### config.mk
export PLATFORM = sky130hd
export DESIGN_NAME = bfp_top
export DESIGN_NICKNAME = d
export VERILOG_FILES = /design/src/core/bfp_pkg.sv /design/src/core/bfp_top.sv
export VERILOG_INCLUDE_DIRS = /design/src /design/src/core
export SDC_FILE = /design/constraint.sdc
export NUM_CORES = 1
export LEC_CHECK = 0
export BUFFER_PORTS_ARGS = -buffer_cell sky130_fd_sc_hd__buf_2
export CAP_MARGIN = 25
export CORE_ASPECT_RATIO = 0.75
export CORE_MARGIN = 1
export CORE_UTILIZATION = 40
export DETAILED_ROUTE_END_ITERATION = 8
export GPL_TIMING_DRIVEN = 0
export MAX_ROUTING_LAYER = met4
export PLACE_DENSITY = 0.54
export SLEW_MARGIN = 20
export SYNTH_ARGS = -nofsm -noshare
export SYNTH_HDL_FRONTEND = slang
export SYNTH_SLANG_ARGS = --single-unit
### constraint.sdc
create_clock -name clk -period 3.2 [get_ports clk]
set_input_delay 0.64 -clock clk [delete_from_list [all_inputs] [get_ports clk]]
set_output_delay 0.64 -clock clk [all_outputs]
set_load 0.02 [all_outputs]
### src/core/bfp_params.svh
// Constants of the ballast fault supervisor: offsets, resets, timing
`ifndef BFP_PARAMS_SVH
`define BFP_PARAMS_SVH
// ---------------------------------------------------------------
// Clock and time base
// ---------------------------------------------------------------
`define BFP_CLK_MHZ 200
`define BFP_US_CYC (`BFP_CLK_MHZ)
`define BFP_OCP_NS 400
`define BFP_OCP_CYC ((`BFP_OCP_NS * `BFP_CLK_MHZ) / 1000)
`define BFP_MILD_US 500000
`define BFP_SEV_US 610
`define BFP_LAMP_OVERVOLTAGE_FAULT_WIN_US 40
`define BFP_RECTIFIER_EFFECT_FAULT_WIN_US 4000
`define BFP_SS_US 10000
`define BFP_IGN_US 235000
`define BFP_PRERUN_US 1000
`define BFP_LAMP_OVERVOLTAGE_FAULT_LIM 15
`define BFP_RECTIFIER_EFFECT_FAULT_LIM 128
// ---------------------------------------------------------------
// Register offsets and reset values
// ---------------------------------------------------------------
`define BFP_REG_CTRL 8'h00
`define BFP_REG_PREHEAT 8'h04
`define BFP_REG_STATUS 8'h08
`define BFP_REG_INT_STAT 8'h0C
`define BFP_REG_INT_MASK 8'h10
`define BFP_REG_EOL_CNT 8'h14
`define BFP_CTRL_RST 1'h1
`define BFP_PREHEAT_RST 22'h07_A120
`define BFP_MASK_RST 5'h00
// Interrupt bit positions
`define BFP_INT_FAIL 0
`define BFP_INT_CAP 1
`define BFP_INT_LAMP_OVERVOLTAGE_FAULT 2
`define BFP_INT_RECTIFIER_EFFECT_FAULT 3
`define BFP_INT_RUN 4
`endif

### src/core/bfp_pkg.sv
// Types of the ballast fault supervisor
package bfp_pkg;
    // Inverter phases, one-hot
    typedef enum logic [6:0] {
        BFP_IDLE = 7'h01,
        BFP_SS = 7'h02,
        BFP_PRE = 7'h04,
        BFP_IGN = 7'h08,
        BFP_PRERUN = 7'h10,
        BFP_RUN = 7'h20,
        BFP_FAIL = 7'h40
    } bfp_phase_t;

    // Whole state of the supervisor
    typedef struct packed {
        logic [8:0] sync1;
        logic [8:0] sync2;
        logic [7:0] us_div;
        bfp_phase_t phase;
        logic [21:0] ph_tmr;
        logic [7:0] ocp_cnt;
        logic [19:0] mild_cnt;
        logic [9:0] sev_cnt;
        logic [5:0] w1_cnt;
        logic [11:0] w2_cnt;
        logic e1_seen;
        logic e2_seen;
        logic [3:0] e1_cnt;
        logic [7:0] e2_cnt;
        logic [5:0] cause;
        logic lamp_gone;
        logic ctrl_en;
        logic [21:0] preheat;
        logic [4:0] int_stat;
        logic [4:0] int_mask;
        logic [31:0] prdata;
    } bfp_state_t;
endpackage : bfp_pkg

### src/core/bfp_top.sv
// Ballast fault supervisor with phase sequencer and APB registers
//
// Notes on behaviour
// - Half-bridge current above its limit for over 400ns forces failure.
// - In run mode a departure from zero voltage switching is flagged.
// - Mild capacitive load lasting over 500ms forces failure.
// - Severe capacitive load lasting 610us forces failure.
// - A positive or negative lamp overvoltage crossing is an event.
// - A peak ratio above 1.15 or below 0.85 is a rectifier event.
// - Events are grouped into 40us and 4ms evaluation windows.
// - Per fault type a counter rises on faulty windows, falls otherwise.
// - Failure follows when the counters reach 15 or 128.
// - Phases run softstart, preheat, ignition, pre-run and run.
// - Only some checks are armed before run; all are armed in run.
// - Failure stops both gate drives, lowers current, senses filaments.
// - Failure ends only by lamp removal and reinsertion or power cycle.
`timescale 1ns/1ps
`include "bfp_params.svh"

module bfp_top
    import bfp_pkg::*;
#(
    parameter int P_MILD_US = `BFP_MILD_US,
    parameter int P_SEV_US = `BFP_SEV_US,
    parameter int P_LAMP_OVERVOLTAGE_FAULT_WIN_US = `BFP_LAMP_OVERVOLTAGE_FAULT_WIN_US,
    parameter int P_RECTIFIER_EFFECT_FAULT_WIN_US = `BFP_RECTIFIER_EFFECT_FAULT_WIN_US,
    parameter int P_SS_US = `BFP_SS_US,
    parameter int P_IGN_US = `BFP_IGN_US,
    parameter int P_PRERUN_US = `BFP_PRERUN_US
) (
    // Clock and reset
    input wire logic clk,
    input wire logic resetn,
    // APB slave
    input wire logic psel,
    input wire logic penable,
    input wire logic pwrite,
    input wire logic [7:0] paddr,
    input wire logic [31:0] pwdata,
    output logic [31:0] prdata,
    output logic pready,
    output logic pslverr,
    // Comparator event pins
    input wire logic half_bridge_current_sense,
    input wire logic cap_load_mild,
    input wire logic cap_load_severe,
    input wire logic lamp_voltage_sense_pos_ov,
    input wire logic lamp_voltage_sense_neg_ov,
    input wire logic lamp_voltage_sense_ratio_hi,
    input wire logic lamp_voltage_sense_ratio_lo,
    input wire logic run_freq_reached,
    input wire logic lamp_present,
    // Power stage control
    output logic gate_drive_en,
    output logic low_current_mode,
    output logic filament_detect_en,
    output logic fail_mode,
    // Interrupt
    output logic irq
);

    bfp_state_t s_ff;
    bfp_state_t nxt_s;
    logic tick;
    logic setup;
    logic access;
    logic i_ocp, i_mild, i_sev, i_ov, i_rect, i_rfr, i_lamp;
    logic arm_ocp, arm_run, restart;
    logic w1_end, w2_end;
    logic [5:0] fault;
    logic [4:0] ev;
    logic mapped;

    // ---------------------------------------------------------------
    // Outputs
    // ---------------------------------------------------------------
    // Gate drive off and low-current sensing in failure or idle
    assign gate_drive_en = ~(s_ff.phase == BFP_IDLE
                             || s_ff.phase == BFP_FAIL);
    assign low_current_mode = ~gate_drive_en;
    assign filament_detect_en = ~gate_drive_en;
    assign fail_mode = (s_ff.phase == BFP_FAIL);
    assign irq = |(s_ff.int_stat & s_ff.int_mask);
    assign prdata = s_ff.prdata;
    assign pready = 1'b1;
    assign setup = psel & ~penable;
    assign access = psel & penable;
    assign mapped = (paddr == `BFP_REG_CTRL) || (paddr == `BFP_REG_PREHEAT)
        || (paddr == `BFP_REG_STATUS) || (paddr == `BFP_REG_INT_STAT)
        || (paddr == `BFP_REG_INT_MASK) || (paddr == `BFP_REG_EOL_CNT);
    assign pslverr = access & ~mapped;

    // Synchronised pin levels
    assign i_ocp = s_ff.sync2[0];
    assign i_mild = s_ff.sync2[1];
    assign i_sev = s_ff.sync2[2];
    assign i_ov = s_ff.sync2[3] | s_ff.sync2[4];
    assign i_rect = s_ff.sync2[5] | s_ff.sync2[6];
    assign i_rfr = s_ff.sync2[7];
    assign i_lamp = s_ff.sync2[8];

    // Arming per phase: current limit from preheat on, rest in run
    assign arm_ocp = (s_ff.phase == BFP_PRE) || (s_ff.phase == BFP_IGN)
        || (s_ff.phase == BFP_PRERUN) || (s_ff.phase == BFP_RUN);
    assign arm_run = (s_ff.phase == BFP_RUN);
    assign tick = (s_ff.us_div == 8'(`BFP_US_CYC - 1));
    assign w1_end = tick && (s_ff.w1_cnt == 6'(P_LAMP_OVERVOLTAGE_FAULT_WIN_US - 1));
    assign w2_end = tick && (s_ff.w2_cnt == 12'(P_RECTIFIER_EFFECT_FAULT_WIN_US - 1));

    // ---------------------------------------------------------------
    // Next state
    // ---------------------------------------------------------------
    always_comb begin
        nxt_s = s_ff;
        fault = 6'h00;
        ev = 5'h00;
        restart = 1'b0;
        nxt_s.sync1 = {lamp_present, run_freq_reached,
            lamp_voltage_sense_ratio_lo, lamp_voltage_sense_ratio_hi,
            lamp_voltage_sense_neg_ov, lamp_voltage_sense_pos_ov,
            cap_load_severe, cap_load_mild, half_bridge_current_sense};
        nxt_s.sync2 = s_ff.sync1;
        nxt_s.us_div = tick ? 8'h00 : s_ff.us_div + 8'h01;

        // Current limit: continuous high count in clock cycles
        if (arm_ocp && i_ocp) begin
            if (s_ff.ocp_cnt == 8'(`BFP_OCP_CYC)) begin
                fault[0] = 1'b1;
            end else begin
                nxt_s.ocp_cnt = s_ff.ocp_cnt + 8'h01;
            end
        end else begin
            nxt_s.ocp_cnt = 8'h00;
        end

        // Capacitive load grades, run mode only
        if (arm_run && (i_mild || i_sev)) begin
            ev[`BFP_INT_CAP] = 1'b1;
        end
        if (arm_run && i_mild) begin
            if (tick && s_ff.mild_cnt == 20'(P_MILD_US)) begin
                fault[1] = 1'b1;
            end else if (tick) begin
                nxt_s.mild_cnt = s_ff.mild_cnt + 20'h0_0001;
            end
        end else begin
            nxt_s.mild_cnt = 20'h0_0000;
        end
        if (arm_run && i_sev) begin
            if (tick && s_ff.sev_cnt == 10'(P_SEV_US - 1)) begin
                fault[2] = 1'b1;
            end else if (tick) begin
                nxt_s.sev_cnt = s_ff.sev_cnt + 10'h001;
            end
        end else begin
            nxt_s.sev_cnt = 10'h000;
        end

        // End-of-life windows and up/down counters
        if (arm_run) begin
            nxt_s.e1_seen = s_ff.e1_seen | i_ov;
            nxt_s.e2_seen = s_ff.e2_seen | i_rect;
            if (tick) begin
                nxt_s.w1_cnt = w1_end ? 6'h00 : s_ff.w1_cnt + 6'h01;
                nxt_s.w2_cnt = w2_end ? 12'h000 : s_ff.w2_cnt + 12'h001;
            end
            if (w1_end) begin
                nxt_s.e1_seen = 1'b0;
                if (s_ff.e1_seen) begin
                    ev[`BFP_INT_LAMP_OVERVOLTAGE_FAULT] = 1'b1;
                    nxt_s.e1_cnt = s_ff.e1_cnt + 4'h1;
                    if (s_ff.e1_cnt == 4'(`BFP_LAMP_OVERVOLTAGE_FAULT_LIM - 1)) begin
                        fault[3] = 1'b1;
                    end
                end else if (s_ff.e1_cnt != 4'h0) begin
                    nxt_s.e1_cnt = s_ff.e1_cnt - 4'h1;
                end
            end
            if (w2_end) begin
                nxt_s.e2_seen = 1'b0;
                if (s_ff.e2_seen) begin
                    ev[`BFP_INT_RECTIFIER_EFFECT_FAULT] = 1'b1;
                    nxt_s.e2_cnt = s_ff.e2_cnt + 8'h01;
                    if (s_ff.e2_cnt == 8'(`BFP_RECTIFIER_EFFECT_FAULT_LIM - 1)) begin
                        fault[4] = 1'b1;
                    end
                end else if (s_ff.e2_cnt != 8'h00) begin
                    nxt_s.e2_cnt = s_ff.e2_cnt - 8'h01;
                end
            end
        end

        // Phase sequencer
        if (tick) begin
            nxt_s.ph_tmr = s_ff.ph_tmr + 22'h00_0001;
        end
        case (s_ff.phase)
            BFP_IDLE: begin
                if (s_ff.ctrl_en && i_lamp) begin
                    restart = 1'b1;
                end
            end
            BFP_SS: begin
                if (s_ff.ph_tmr == 22'(P_SS_US)) begin
                    nxt_s.phase = BFP_PRE;
                    nxt_s.ph_tmr = 22'h00_0000;
                end
            end
            BFP_PRE: begin
                if (s_ff.ph_tmr >= s_ff.preheat) begin
                    nxt_s.phase = BFP_IGN;
                    nxt_s.ph_tmr = 22'h00_0000;
                end
            end
            BFP_IGN: begin
                if (i_rfr) begin
                    nxt_s.phase = BFP_PRERUN;
                    nxt_s.ph_tmr = 22'h00_0000;
                end else if (s_ff.ph_tmr == 22'(P_IGN_US)) begin
                    fault[5] = 1'b1;
                end
            end
            BFP_PRERUN: begin
                if (s_ff.ph_tmr == 22'(P_PRERUN_US)) begin
                    nxt_s.phase = BFP_RUN;
                    ev[`BFP_INT_RUN] = 1'b1;
                end
            end
            BFP_RUN: begin
                nxt_s.ph_tmr = s_ff.ph_tmr;
            end
            BFP_FAIL: begin
                nxt_s.ph_tmr = s_ff.ph_tmr;
                // Latched: leave only after removal then reinsertion
                if (!i_lamp) begin
                    nxt_s.lamp_gone = 1'b1;
                end else if (s_ff.lamp_gone) begin
                    restart = 1'b1;
                end
            end
            default: begin
                nxt_s.phase = BFP_IDLE;
            end
        endcase
        if (fault != 6'h00) begin
            nxt_s.phase = BFP_FAIL;
            nxt_s.cause = fault;
            nxt_s.lamp_gone = 1'b0;
            ev[`BFP_INT_FAIL] = 1'b1;
        end else if (gate_drive_en && !s_ff.ctrl_en) begin
            nxt_s.phase = BFP_IDLE;
        end
        if (restart) begin
            nxt_s.phase = BFP_SS;
            nxt_s.ph_tmr = 22'h00_0000;
            nxt_s.e1_cnt = 4'h0;
            nxt_s.e2_cnt = 8'h00;
            nxt_s.e1_seen = 1'b0;
            nxt_s.e2_seen = 1'b0;
            nxt_s.w1_cnt = 6'h00;
            nxt_s.w2_cnt = 12'h000;
            nxt_s.cause = 6'h00;
            nxt_s.lamp_gone = 1'b0;
        end

        // Register writes
        if (access && pwrite) begin
            case (paddr)
                `BFP_REG_CTRL: nxt_s.ctrl_en = pwdata[0];
                `BFP_REG_PREHEAT: nxt_s.preheat = pwdata[21:0];
                `BFP_REG_INT_MASK: nxt_s.int_mask = pwdata[4:0];
                default: nxt_s.ctrl_en = s_ff.ctrl_en;
            endcase
        end
        // Sticky events; a read clears, a new event wins
        if (access && !pwrite && paddr == `BFP_REG_INT_STAT) begin
            // Clear only the bits reported; later events survive
            nxt_s.int_stat = (s_ff.int_stat & ~s_ff.prdata[4:0]) | ev;
        end else begin
            nxt_s.int_stat = s_ff.int_stat | ev;
        end
        // Read data captured in the setup cycle
        if (setup) begin
            case (paddr)
                `BFP_REG_CTRL: nxt_s.prdata = {31'h0000_0000, s_ff.ctrl_en};
                `BFP_REG_PREHEAT: nxt_s.prdata = {10'h000, s_ff.preheat};
                `BFP_REG_STATUS:
                    nxt_s.prdata = {18'h0_0000, s_ff.cause, 1'b0, s_ff.phase};
                `BFP_REG_INT_STAT:
                    nxt_s.prdata = {27'h000_0000, s_ff.int_stat};
                `BFP_REG_INT_MASK:
                    nxt_s.prdata = {27'h000_0000, s_ff.int_mask};
                `BFP_REG_EOL_CNT:
                    nxt_s.prdata = {16'h0000, s_ff.e2_cnt, 4'h0, s_ff.e1_cnt};
                default: nxt_s.prdata = 32'h0000_0000;
            endcase
        end
    end

    // ---------------------------------------------------------------
    // State register
    // ---------------------------------------------------------------
    always_ff @(posedge clk or negedge resetn) begin
        if (!resetn) begin
            s_ff <= '0;
            s_ff.phase <= BFP_IDLE;
            s_ff.ctrl_en <= `BFP_CTRL_RST;
            s_ff.preheat <= `BFP_PREHEAT_RST;
            s_ff.int_mask <= `BFP_MASK_RST;
        end else begin
            s_ff <= nxt_s;
        end
    end

    // ---------------------------------------------------------------
    // Assertions
    // ---------------------------------------------------------------
    property p_ocp_fail;
        @(posedge clk) disable iff (!resetn)
        (arm_ocp && i_ocp && s_ff.ocp_cnt == 8'(`BFP_OCP_CYC))
            |=> (s_ff.phase == BFP_FAIL);
    endproperty
    a_ocp_fail: assert property (p_ocp_fail)
        else $error("current limit did not force failure");

    property p_cap_flag;
        @(posedge clk) disable iff (!resetn)
        (arm_run && (i_mild || i_sev)) |=> s_ff.int_stat[`BFP_INT_CAP];
    endproperty
    a_cap_flag: assert property (p_cap_flag)
        else $error("capacitive load not flagged");

    property p_mild_fail;
        @(posedge clk) disable iff (!resetn)
        (arm_run && i_mild && tick && s_ff.mild_cnt == 20'(P_MILD_US))
            |=> (s_ff.phase == BFP_FAIL) && s_ff.cause[1];
    endproperty
    a_mild_fail: assert property (p_mild_fail)
        else $error("mild capacitive load did not fail");

    property p_sev_fail;
        @(posedge clk) disable iff (!resetn)
        (arm_run && i_sev && tick && s_ff.sev_cnt == 10'(P_SEV_US - 1))
            |=> (s_ff.phase == BFP_FAIL) && s_ff.cause[2];
    endproperty
    a_sev_fail: assert property (p_sev_fail)
        else $error("severe capacitive load did not fail");

    property p_eol_down;
        @(posedge clk) disable iff (!resetn)
        (arm_run && w2_end && !s_ff.e2_seen && s_ff.e2_cnt != 8'h00
            && fault == 6'h00) |=> (s_ff.e2_cnt == $past(s_ff.e2_cnt) - 8'h01);
    endproperty
    a_eol_down: assert property (p_eol_down)
        else $error("rectifier counter did not count down");

    property p_eol_floor;
        @(posedge clk) disable iff (!resetn)
        (arm_run && w1_end && !s_ff.e1_seen && s_ff.e1_cnt == 4'h0)
            |=> (s_ff.e1_cnt == 4'h0);
    endproperty
    a_eol_floor: assert property (p_eol_floor)
        else $error("overvoltage counter went below zero");

    property p_lamp_overvoltage_fault_fail;
        @(posedge clk) disable iff (!resetn)
        (arm_run && w1_end && s_ff.e1_seen
            && s_ff.e1_cnt == 4'(`BFP_LAMP_OVERVOLTAGE_FAULT_LIM - 1))
            |=> (s_ff.phase == BFP_FAIL) && s_ff.cause[3];
    endproperty
    a_lamp_overvoltage_fault_fail: assert property (p_lamp_overvoltage_fault_fail)
        else $error("overvoltage count limit did not fail");

    property p_arm;
        @(posedge clk) disable iff (!resetn)
        !arm_run |=> (s_ff.mild_cnt == 20'h0_0000)
            && (s_ff.sev_cnt == 10'h000);
    endproperty
    a_arm: assert property (p_arm)
        else $error("run-only check active outside run");

    property p_fail_out;
        @(posedge clk) disable iff (!resetn)
        (s_ff.phase == BFP_FAIL) |-> !gate_drive_en && low_current_mode
            && filament_detect_en;
    endproperty
    a_fail_out: assert property (p_fail_out)
        else $error("gate drive active in failure");

    property p_fail_hold;
        @(posedge clk) disable iff (!resetn)
        (s_ff.phase == BFP_FAIL && !s_ff.lamp_gone) |=>
            (s_ff.phase == BFP_FAIL);
    endproperty
    a_fail_hold: assert property (p_fail_hold)
        else $error("failure released without lamp removal");

endmodule : bfp_top

==> run metrics, run 1 <==
status completed; Initial Util about two fifths; Setup Crit Path Kind register to primary output; Post-Syn Area 0.0102 sq mm; CTS Buffer Depth 2; Final nets 1288; CP startpoint kind register; Skew-Pair Late Insertion Delay 0.44 ns; TritonCTS clock tree yes; Yosys reg bits ~190; Port Buffers 69; R2R depth 8; Detail Route Antenna Nets 0; Synth Instances ~1100; Placement Cell Area 0.0110 sq mm; register area share after synthesis 46.0%; drt initial violations around 640; row count 50; Final Skew 0.0158 ns; RSZ-0062 raised after global routing false; Reg2Reg Launch Point s_ff[165]; Yosys warnings 0; slew margin rel. 36.8%; Horiz. Die Dim about 190 microns; grt total ovfl 0; Hold Violations, Final 0; largest net degree at the start of global routing 98; leak pwr 5.41 nW; Hold Buf Count CTS 0; total CTS buffers 17; post-DR wirelength/cell 17.1 microns; Die Area between 0.02 and 0.03 sq mm; # DRC 0; H-Tree Depth 4; Avg Cell Area, Syn 9.36 sq um; Worst Hold Class primary input to asynchronous set/reset pin; Reg2Reg Setup Slack ~0.16 ns; Vert. Die Dim 140 microns; Post-synth top flop dfrtp_1; overall track demand over capacity in global routing 21.9%; clock tree sinks 187; Ports 93; final setup fails 0; Tmin final 3.09 ns; Worst R2R End s_ff[164]; ys async rst share 100%; routed wire length ~26 mm; Clock Pin Slew Worst Setup and Hold Paths 0.08 ns; fin crit share 96.6%; nature of the critical path endpoint primary output; Critical path origin s_ff[165]; Layout Area Growth over Synthesis 14.6%; Slew @ Worst Pin 0.935 ns; hold_ws around 0.20 ns; power per cell area 394 mW/mm^2; diode count 0; GPL Wtd Cong 0.903; half-perimeter wire length after detailed placement a little under 20 mm; Pre-antenna DRT Iters 7; Synth cell types 74; Post-synth EDFFs 0; crit-path max FO 8; final instance area 0.0117 sq mm; core area 0.0250 sq mm; Vias/cell between 5 and 6; vias in the first global route 7706; fmax 324 MHz; fin. max-slew vios 0; maxcap violations 0; worst path arrival time roughly 2.5 ns; share of layout cells above drive strength 1 16.6%; first-pass GRT wire length 43.3 mm; DR vias between 8000 and 9000; initial antenna violation count 0; Clk Tree Root Cell clkbuf_16; worst vdd ir 370 uV; Worst Path Required 2.56 ns
-- metrics by stage --
step	util (%)	total power, mW	TNS (ns)	instances	setup WS [ns]
2_1_floorplan	-	2.50	0	1099	0.638
3_5_place_dp	44.2	2.60	-1.42	1507	-0.151
4_1_cts	46.5	4.67	0	1539	0.00141
5_1_grt	46.8	4.78	0	1542	0.000466
6_report	46.8	4.60	0	1542	0.109
3_3_place_gp	44.1	2.60	-312.94	1506	-1.75
-- per-layer routing --
metal  GRT usage (%)  wire [microns]  vias up
li1                -               -     4035
met1            33.1           14100     3994
met2            29.2           10600      193
met3            4.59            1430       15
met4            5.31             220        0
met5               -               0        -
-- worst max path at each step --
stage	endpoint	slack [ns]	cells after the start
3_3_place_gp	s_ff[126]	-1.75	1
3_5_place_dp	s_ff[38]	-0.15	8
4_1_cts	s_ff[164]	0.001	8
2_1_floorplan	s_ff[149]	0.64	9
5_1_grt	low_current_mode	0.0005	6
6_report	low_current_mode	0.11	6
-- critical path, cell delays in order, from the launching register on --
cell,delay [ns]
dfrtp_1,0.36
clkbuf_1,0.26
or4_4,0.65
nor2_1,0.20
o21a_1,0.25
buf_4,0.13
buf_2,0.14
-- synth_stat cells, types with 10 or more instances --
master | number | share of area [%]
xor2_1 | 44 | 3.8
o21ai_0 | 74 | 3.6
a21oi_1 | 44 | 2.2
ha_1 | 41 | 5.0
dfrtp_1 | 178 | 44
nand3_1 | 51 | 2.5
and3_1 | 22 | 1.3
buf_4 | 34 | 2.5
nand2_1 | 128 | 4.7
clkbuf_1 | 24 | 0.88
inv_1 | 40 | 1.5
a222oi_1 | 11 | 1.1
nor4_1 | 17 | 1.0
or3_1 | 13 | 0.80
nor3_1 | 26 | 1.3
xnor2_1 | 25 | 2.1
nand4_1 | 31 | 1.9
nor2_1 | 108 | 4.0
nor2b_1 | 10 | 0.61
-- flip-flops by register name, summed over array words and instances, names as in the netlist --
name    cells
s_ff      151
prdata     22
nxt_s       9
i_lamp      1
i_mild      1
i_ocp       1
i_rfr       1
i_sev       1
-- repair_timing --
item	in CTS	in global routing
endpoints found under the setup margin	19	28
setup buffers	0	4
gates resized for setup	2	13
pin swaps	0	1
hold endpoints to repair	0	0
-- layout by cell type, fill, tap and decap left out, types with 7 or more instances in the layout --
cell type  netlist  routed
or3_1           13      13
a31oi_1          7       7
nor4_1          17      16
a22oi_1          8       8
clkbuf_16        0      17
or4_1            8       7
nand3_1         51      51
and3_1          22      22
nor2_1         108     107
a222oi_1        11      11
inv_1           40      40
xnor2_1         25      25
nor2b_1         10      10
conb_1           2      11
ha_1            41      41
o21ai_0         74      72
and4_1           7       7
nand2_1        128     128
buf_4           34      38
inv_6            0       7
dfrtp_1        178     178
dfstp_2          9       9
mux2_2           9       9
a21o_1           9       9
buf_2            9      77
a21oi_1         44      44
nand4_1         31      31
clkbuf_1        24      23
xor2_1          44      44
nor3_1          26      24
-- power breakdown --
group	total, mW	leakage, nW	switching, mW	internal, mW
Sequential	2.40	2.43	0.0118	2.38
Clock	2.05	0.275	1.02	1.03
Combinational	0.157	2.70	0.107	0.0495
Total	4.60	5.41	1.14	3.46
-- area by class of cell --
class                   count  area [sq um]
repair buffers             74           413
inverters                  40           150
flip-flops and latches    187          4690
fillers                  2415         13300
well taps                 338           423
clock inverters            15           126
multi-input cells         800          5040
plain buffers              71           420
clock buffers              17           425
-- kinds of logic after synthesis --
kind of cell,share of synthesized area [%]
other,0.0736
AOI/OAI and AO/OA,11.5
DFF,46.0
adders and majority gates,5.42
muxes,1.61
xor gates and xnor gates,5.93
buffers and inverters,5.63
and+or+nand+nor,23.9
Power figures use the tool's default switching activity.
==> run 2, diff against run 1 <==
Settings changed: PLACE_DENSITY 0.54 to 0.57.
Clock period 3.2 ns to 2.75 ns, I/O delays scaled along.
==> run metrics, run 2 (synthesis results as in run 1) <==
Worst Hold Class primary input to asynchronous set/reset pin; # DRC 0; core area 0.0250 sq mm; power per cell area 467 mW/mm^2; fillers 2314; Worst Slack Setup Final around 0.018 ns; Setup WS pre-CTS -0.543 ns; maxcap violations 0; Worst R2R End s_ff[164]; Tmin final 2.73 ns; Horiz. Die Dim 186 microns; overall track demand over capacity in global routing a little over a fifth; Vert. Die Dim 140 microns; CP bufs+invs 1; largest net degree at the start of global routing 71; diode count 0; worst path cell trace or3_4, or3_1, buf_4, or4_4, nand3_2, nor4_4, nand4_1, mux2_2; post-DR wirelength/cell 17.0 microns; Clk Tree Root Cell clkbuf_16; Pre-antenna DRT Iters 7; TritonCTS clock tree yes; crit-path max FO 10; Placement Cell Area 0.0111 sq mm; final core utilization 48.5%; leak pwr 5.58 nW; CP startpoint kind register; GPL Wtd Cong 0.898; first-pass GRT wire length roughly 42 mm; half-perimeter wire length after detailed placement 19.4 mm; H-Tree Depth 4; Setup Crit Path Kind register to register; worst vdd ir 449 uV; Reg2Reg Setup Slack between 0.015 and 0.02 ns; clock tree sinks between 150 and 200; Largest delay share family, worst path simple AND/OR/NAND/NOR gates; slew margin rel. 42.2%; Reg2Reg Launch Point s_ff[174]; nature of the critical path endpoint register; Critical path origin s_ff[174]; Skew-Pair Late Insertion Delay roughly 0.44 ns; CP peak stage delay approximately 0.58 ns; Layout Area Growth over Synthesis 18.8%; RSZ-0062 raised after global routing true; row count 50; Vias/cell around 5.4; worst path arrival time 3.11 ns; total CTS buffers 17; max FFs per register 151; Top reg by flops s_ff; vias in the first global route 7562; Initial Util about two fifths; commonest non-fill, non-tap cells in the layout dfrtp_1, nand2_1, nor2_1, buf_2, o21ai_0; CTS Buffer Depth 2; worst-path cell with the longest stage delay or4_4; Ports 93; status completed; fmax 366 MHz; fin. max-slew vios 0; Final nets 1304; share of layout cells above drive strength 1 20.8%; Detail Route Antenna Nets 0; routed wire length 26.4 mm; Worst Path Required 3.12 ns; R2R depth 8; commonest non-fill, non-tap cell in the layout dfrtp_1; initial antenna violation count 0; final instance area 0.0121 sq mm; fin crit share 99.3%; Hold Violations, Final 0; Slew @ Worst Pin 0.856 ns; Hold Buf Count CTS 0; grt total ovfl 0; Final Skew 0.0132 ns; Clock Pin Slew Worst Setup and Hold Paths 0.07 ns; drt initial violations 818; Power Total 5.66 mW; Port Buffers slightly below 70; DR vias approximately 8400; Die Area roughly 0.026 sq mm; final setup fails 0
## run 2: cell count changes in the layout (fill, tap and decap cells not counted), moves of 6 or more
cell | before | now
o21ai_0 | 72 | 66
buf_4 | 38 | 52
dfrtp_1 | 178 | 170
dfrtp_2 | 0 | 8
## run 2: what timing repair did
action,in CTS,in global routing
pin swaps,4,16
gates resized for setup,33,41
buffers inserted,6,12
setup endpoints to repair,58,72
gates cloned,0,1
## run 2: report_power, final
group          total (mW)  leakage [nW]  switching [mW]  internal (mW)
Sequential           2.79          2.42          0.0156           2.78
Clock                2.68         0.308            1.11           1.56
Combinational       0.190          2.86           0.127         0.0633
Total                5.66          5.58            1.26           4.40
## run 2: worst max path at each step
stage	endpoint	slack [ns]	cells past startpoint
3_3_place_gp	s_ff[127]	-2.07	1
4_1_cts	s_ff[164]	0.0003	8
5_1_grt	s_ff[164]	-0.05	9
6_report	s_ff[164]	0.02	8
2_1_floorplan	s_ff[149]	0.19	9
3_5_place_dp	s_ff[148]	-0.54	9
## run 2: layer usage
metal / track usage [%] / vias to the layer above / routed length [microns]
met3: 4.06 / 24 / 1760
met2: 27.4 / 291 / 10500
met5: - / - / 0
met4: 5.92 / 0 / 384
li1: - / 4065 / -
met1: 33.4 / 3990 / 13800
## run 2: layout make-up
class                   instances  area [sq um]  area share, %
plain buffers                  70           424           3.50
clock buffers                  20           447           3.69
clock inverters                12           184           1.52
inverters                      40           150           1.24
multi-input cells             800          5230           43.1
flip-flops and latches        187          4700           38.8
well taps                     338           423           3.49
repair buffers                 91           559           4.62
## run 2: stage by stage
stage | hold WS, ns | setup TNS [ns] | std cells
after floorplan | 0.254 | 0 | 1099
after global placement | 0.335 | -398.30 | 1506
after detailed placement | 0.335 | -27.47 | 1508
after CTS | 0.0167 | 0 | 1544
after global routing | 0.0368 | -0.0865 | 1558
final | 0.0129 | 0 | 1558
==> run 3, diff against run 2 <==
Settings changed: CAP_MARGIN 25 to 20, CTS_BUF_LIST set to sky130_fd_sc_hd__clkbuf_4 sky130_fd_sc_hd__clkbuf_8 sky130_fd_sc_hd__clkbuf_16.
==> run metrics, run 3 (synthesis results as in run 1) <==
Vias/cell around 5.4; overall track demand over capacity in global routing 21.4%; Detail Route Antenna Nets 0; CP bufs+invs 1; Setup Crit Path Kind register to register; Pre-antenna DRT Iters 8; leak pwr around 5.6 nW; Worst Slack Setup Final about 0.015 ns; # DRC 0; Flop pwr share between 40% and 50%; Placement Cell Area 0.0111 sq mm; final instance area 0.0121 sq mm; Skew-Pair Late Insertion Delay 0.44 ns; maxcap violations 0; Clock Pin Slew Worst Setup and Hold Paths 0.07 ns; TritonCTS clock tree yes; Initial Util 40.9%; combinational share of power 3.4%; commonest non-fill, non-tap cells in the layout dfrtp_1, nand2_1, nor2_1, buf_2, o21ai_0; final setup fails 0; half-perimeter wire length after detailed placement 19.4 mm; grt total ovfl 0; Sw Pwr 1.26 mW; drt initial violations 730; Tmin final 2.74 ns; Horiz. Die Dim 186 microns; Clk Tree Root Cell clkbuf_16; Worst Hold Class primary input to asynchronous set/reset pin; Vert. Die Dim 140 microns; initial antenna violation count 0; Slew @ Worst Pin about 1.1 ns; Int Power 4.42 mW; share of layout cells above drive strength 1 20.9%; post-DR wirelength/cell approximately 17 microns; diode count 0; sw frac 22.1%; GPL Wtd Cong 0.898; CP startpoint kind register; fin. max-slew vios 0; Top reg by flops s_ff; Setup WS pre-CTS -0.543 ns; fmax between 300 and 400 MHz; DR vias 8374; power per cell area 468 mW/mm^2; total CTS buffers 17; Largest delay share family, worst path simple AND/OR/NAND/NOR gates; hold_ws 0.0171 ns; status completed; Hold Violations, Final 0; Worst Path Required roughly 3.1 ns; Port Buffers 69; RSZ-0062 raised after global routing true; vias in the first global route approximately 7600; worst-path cell with the longest stage delay or4_4; Final Skew 0.0122 ns; Power Total around 5.7 mW; core area about 0.025 sq mm; H-Tree Depth 4; final core utilization roughly half; Final nets 1303; max FFs per register 151; Reg2Reg Setup Slack 0.01 ns; CTS Buffer Depth 2; first-pass GRT wire length about 42 mm; Ports 93; commonest non-fill, non-tap cell in the layout dfrtp_1; worst vdd ir 448 uV; largest net degree at the start of global routing just over 70; nature of the critical path endpoint register; crit-path max FO 10; Die Area 0.0261 sq mm; Layout Area Growth over Synthesis 18.8%; row count 50; worst path cell trace or3_4, or3_1, buf_4, or4_4, nand3_2, nor4_4, nand4_1, mux2_2; clock tree sinks 187; slew margin rel. 25.3%; CP peak stage delay 0.59 ns; Clk network pwr share a little under half; worst path arrival time 3.11 ns; routed wire length 26.4 mm; fin crit share 99.5%
## run 3: cell types whose count changed in the layout (fill, tap and decap cells not counted), sizes merged
cell    before  now
clkbuf      43   42
## run 3: power groups by stage
stage               logic [mW]  clock network (mW)  registers [mW]
floorplan               0.0693                   0            2.84
global placement         0.177                   0            2.84
detailed placement       0.191                   0            2.84
CTS                      0.192                2.78            2.79
global route             0.215                2.89            2.79
finish                   0.191                2.69            2.79
## run 3: per-layer routing
layer	wire length, microns	part of all wire [%]	global-route usage, %	up-vias
met1	13700	52	33.4	3976
li1	-	-	-	4060
met2	10500	40	27.4	312
met5	0	0	-	-
met4	394	1.5	5.92	0
met3	1730	6.6	4.06	26
## run 3: repair_timing
item | 4_1_cts | 5_1_grt
hold buffers | 0 | 0
setup endpoints to repair | 58 | 72
cloned | 0 | 1
resized for setup | 33 | 41
buffers inserted | 6 | 12
pin swaps | 4 | 16
hold endpoints to repair | 0 | 0
## run 3: cell type report
cell class / count / area, sq um
clock inverter: 12 / 184
tap: 338 / 423
multi-input combinational: 800 / 5230
clock buffer: 20 / 454
inverter: 40 / 150
buffer: 70 / 424
sequential: 187 / 4700
timing repair buffer: 90 / 554
fill: 2314 / 12800
## run 3: worst paths after layout
path,endpoint,cells past startpoint,startpoint
setup reg to reg,s_ff[164],8,s_ff[174]
min in group clk,nxt_s[180],1,cap_load_mild
hold / removal,s_ff[76],1,resetn
max in group asynchronous,s_ff[166],2,resetn
hold reg to reg,s_ff[185],0,nxt_s[185]
setup / recovery,s_ff[164],8,s_ff[174]
## run 3: worst register-to-register path, cell delays in order, from the launching register on
cell and delay (ns):
dfrtp_2 0.44, or3_4 0.43, or3_1 0.31, buf_4 0.19
or4_4 0.59, nand3_2 0.12, nor4_4 0.07, nand4_1 0.16
mux2_2 0.37
## run 3: stage by stage
| step | std cells | TNS [ns] |
|---|---|---|
| final | 1557 | 0 |
| after detailed placement | 1508 | -27.47 |
| after global placement | 1506 | -398.30 |
| after CTS | 1544 | 0 |
| after global routing | 1557 | -0.0866 |
| after floorplan | 1099 | 0 |
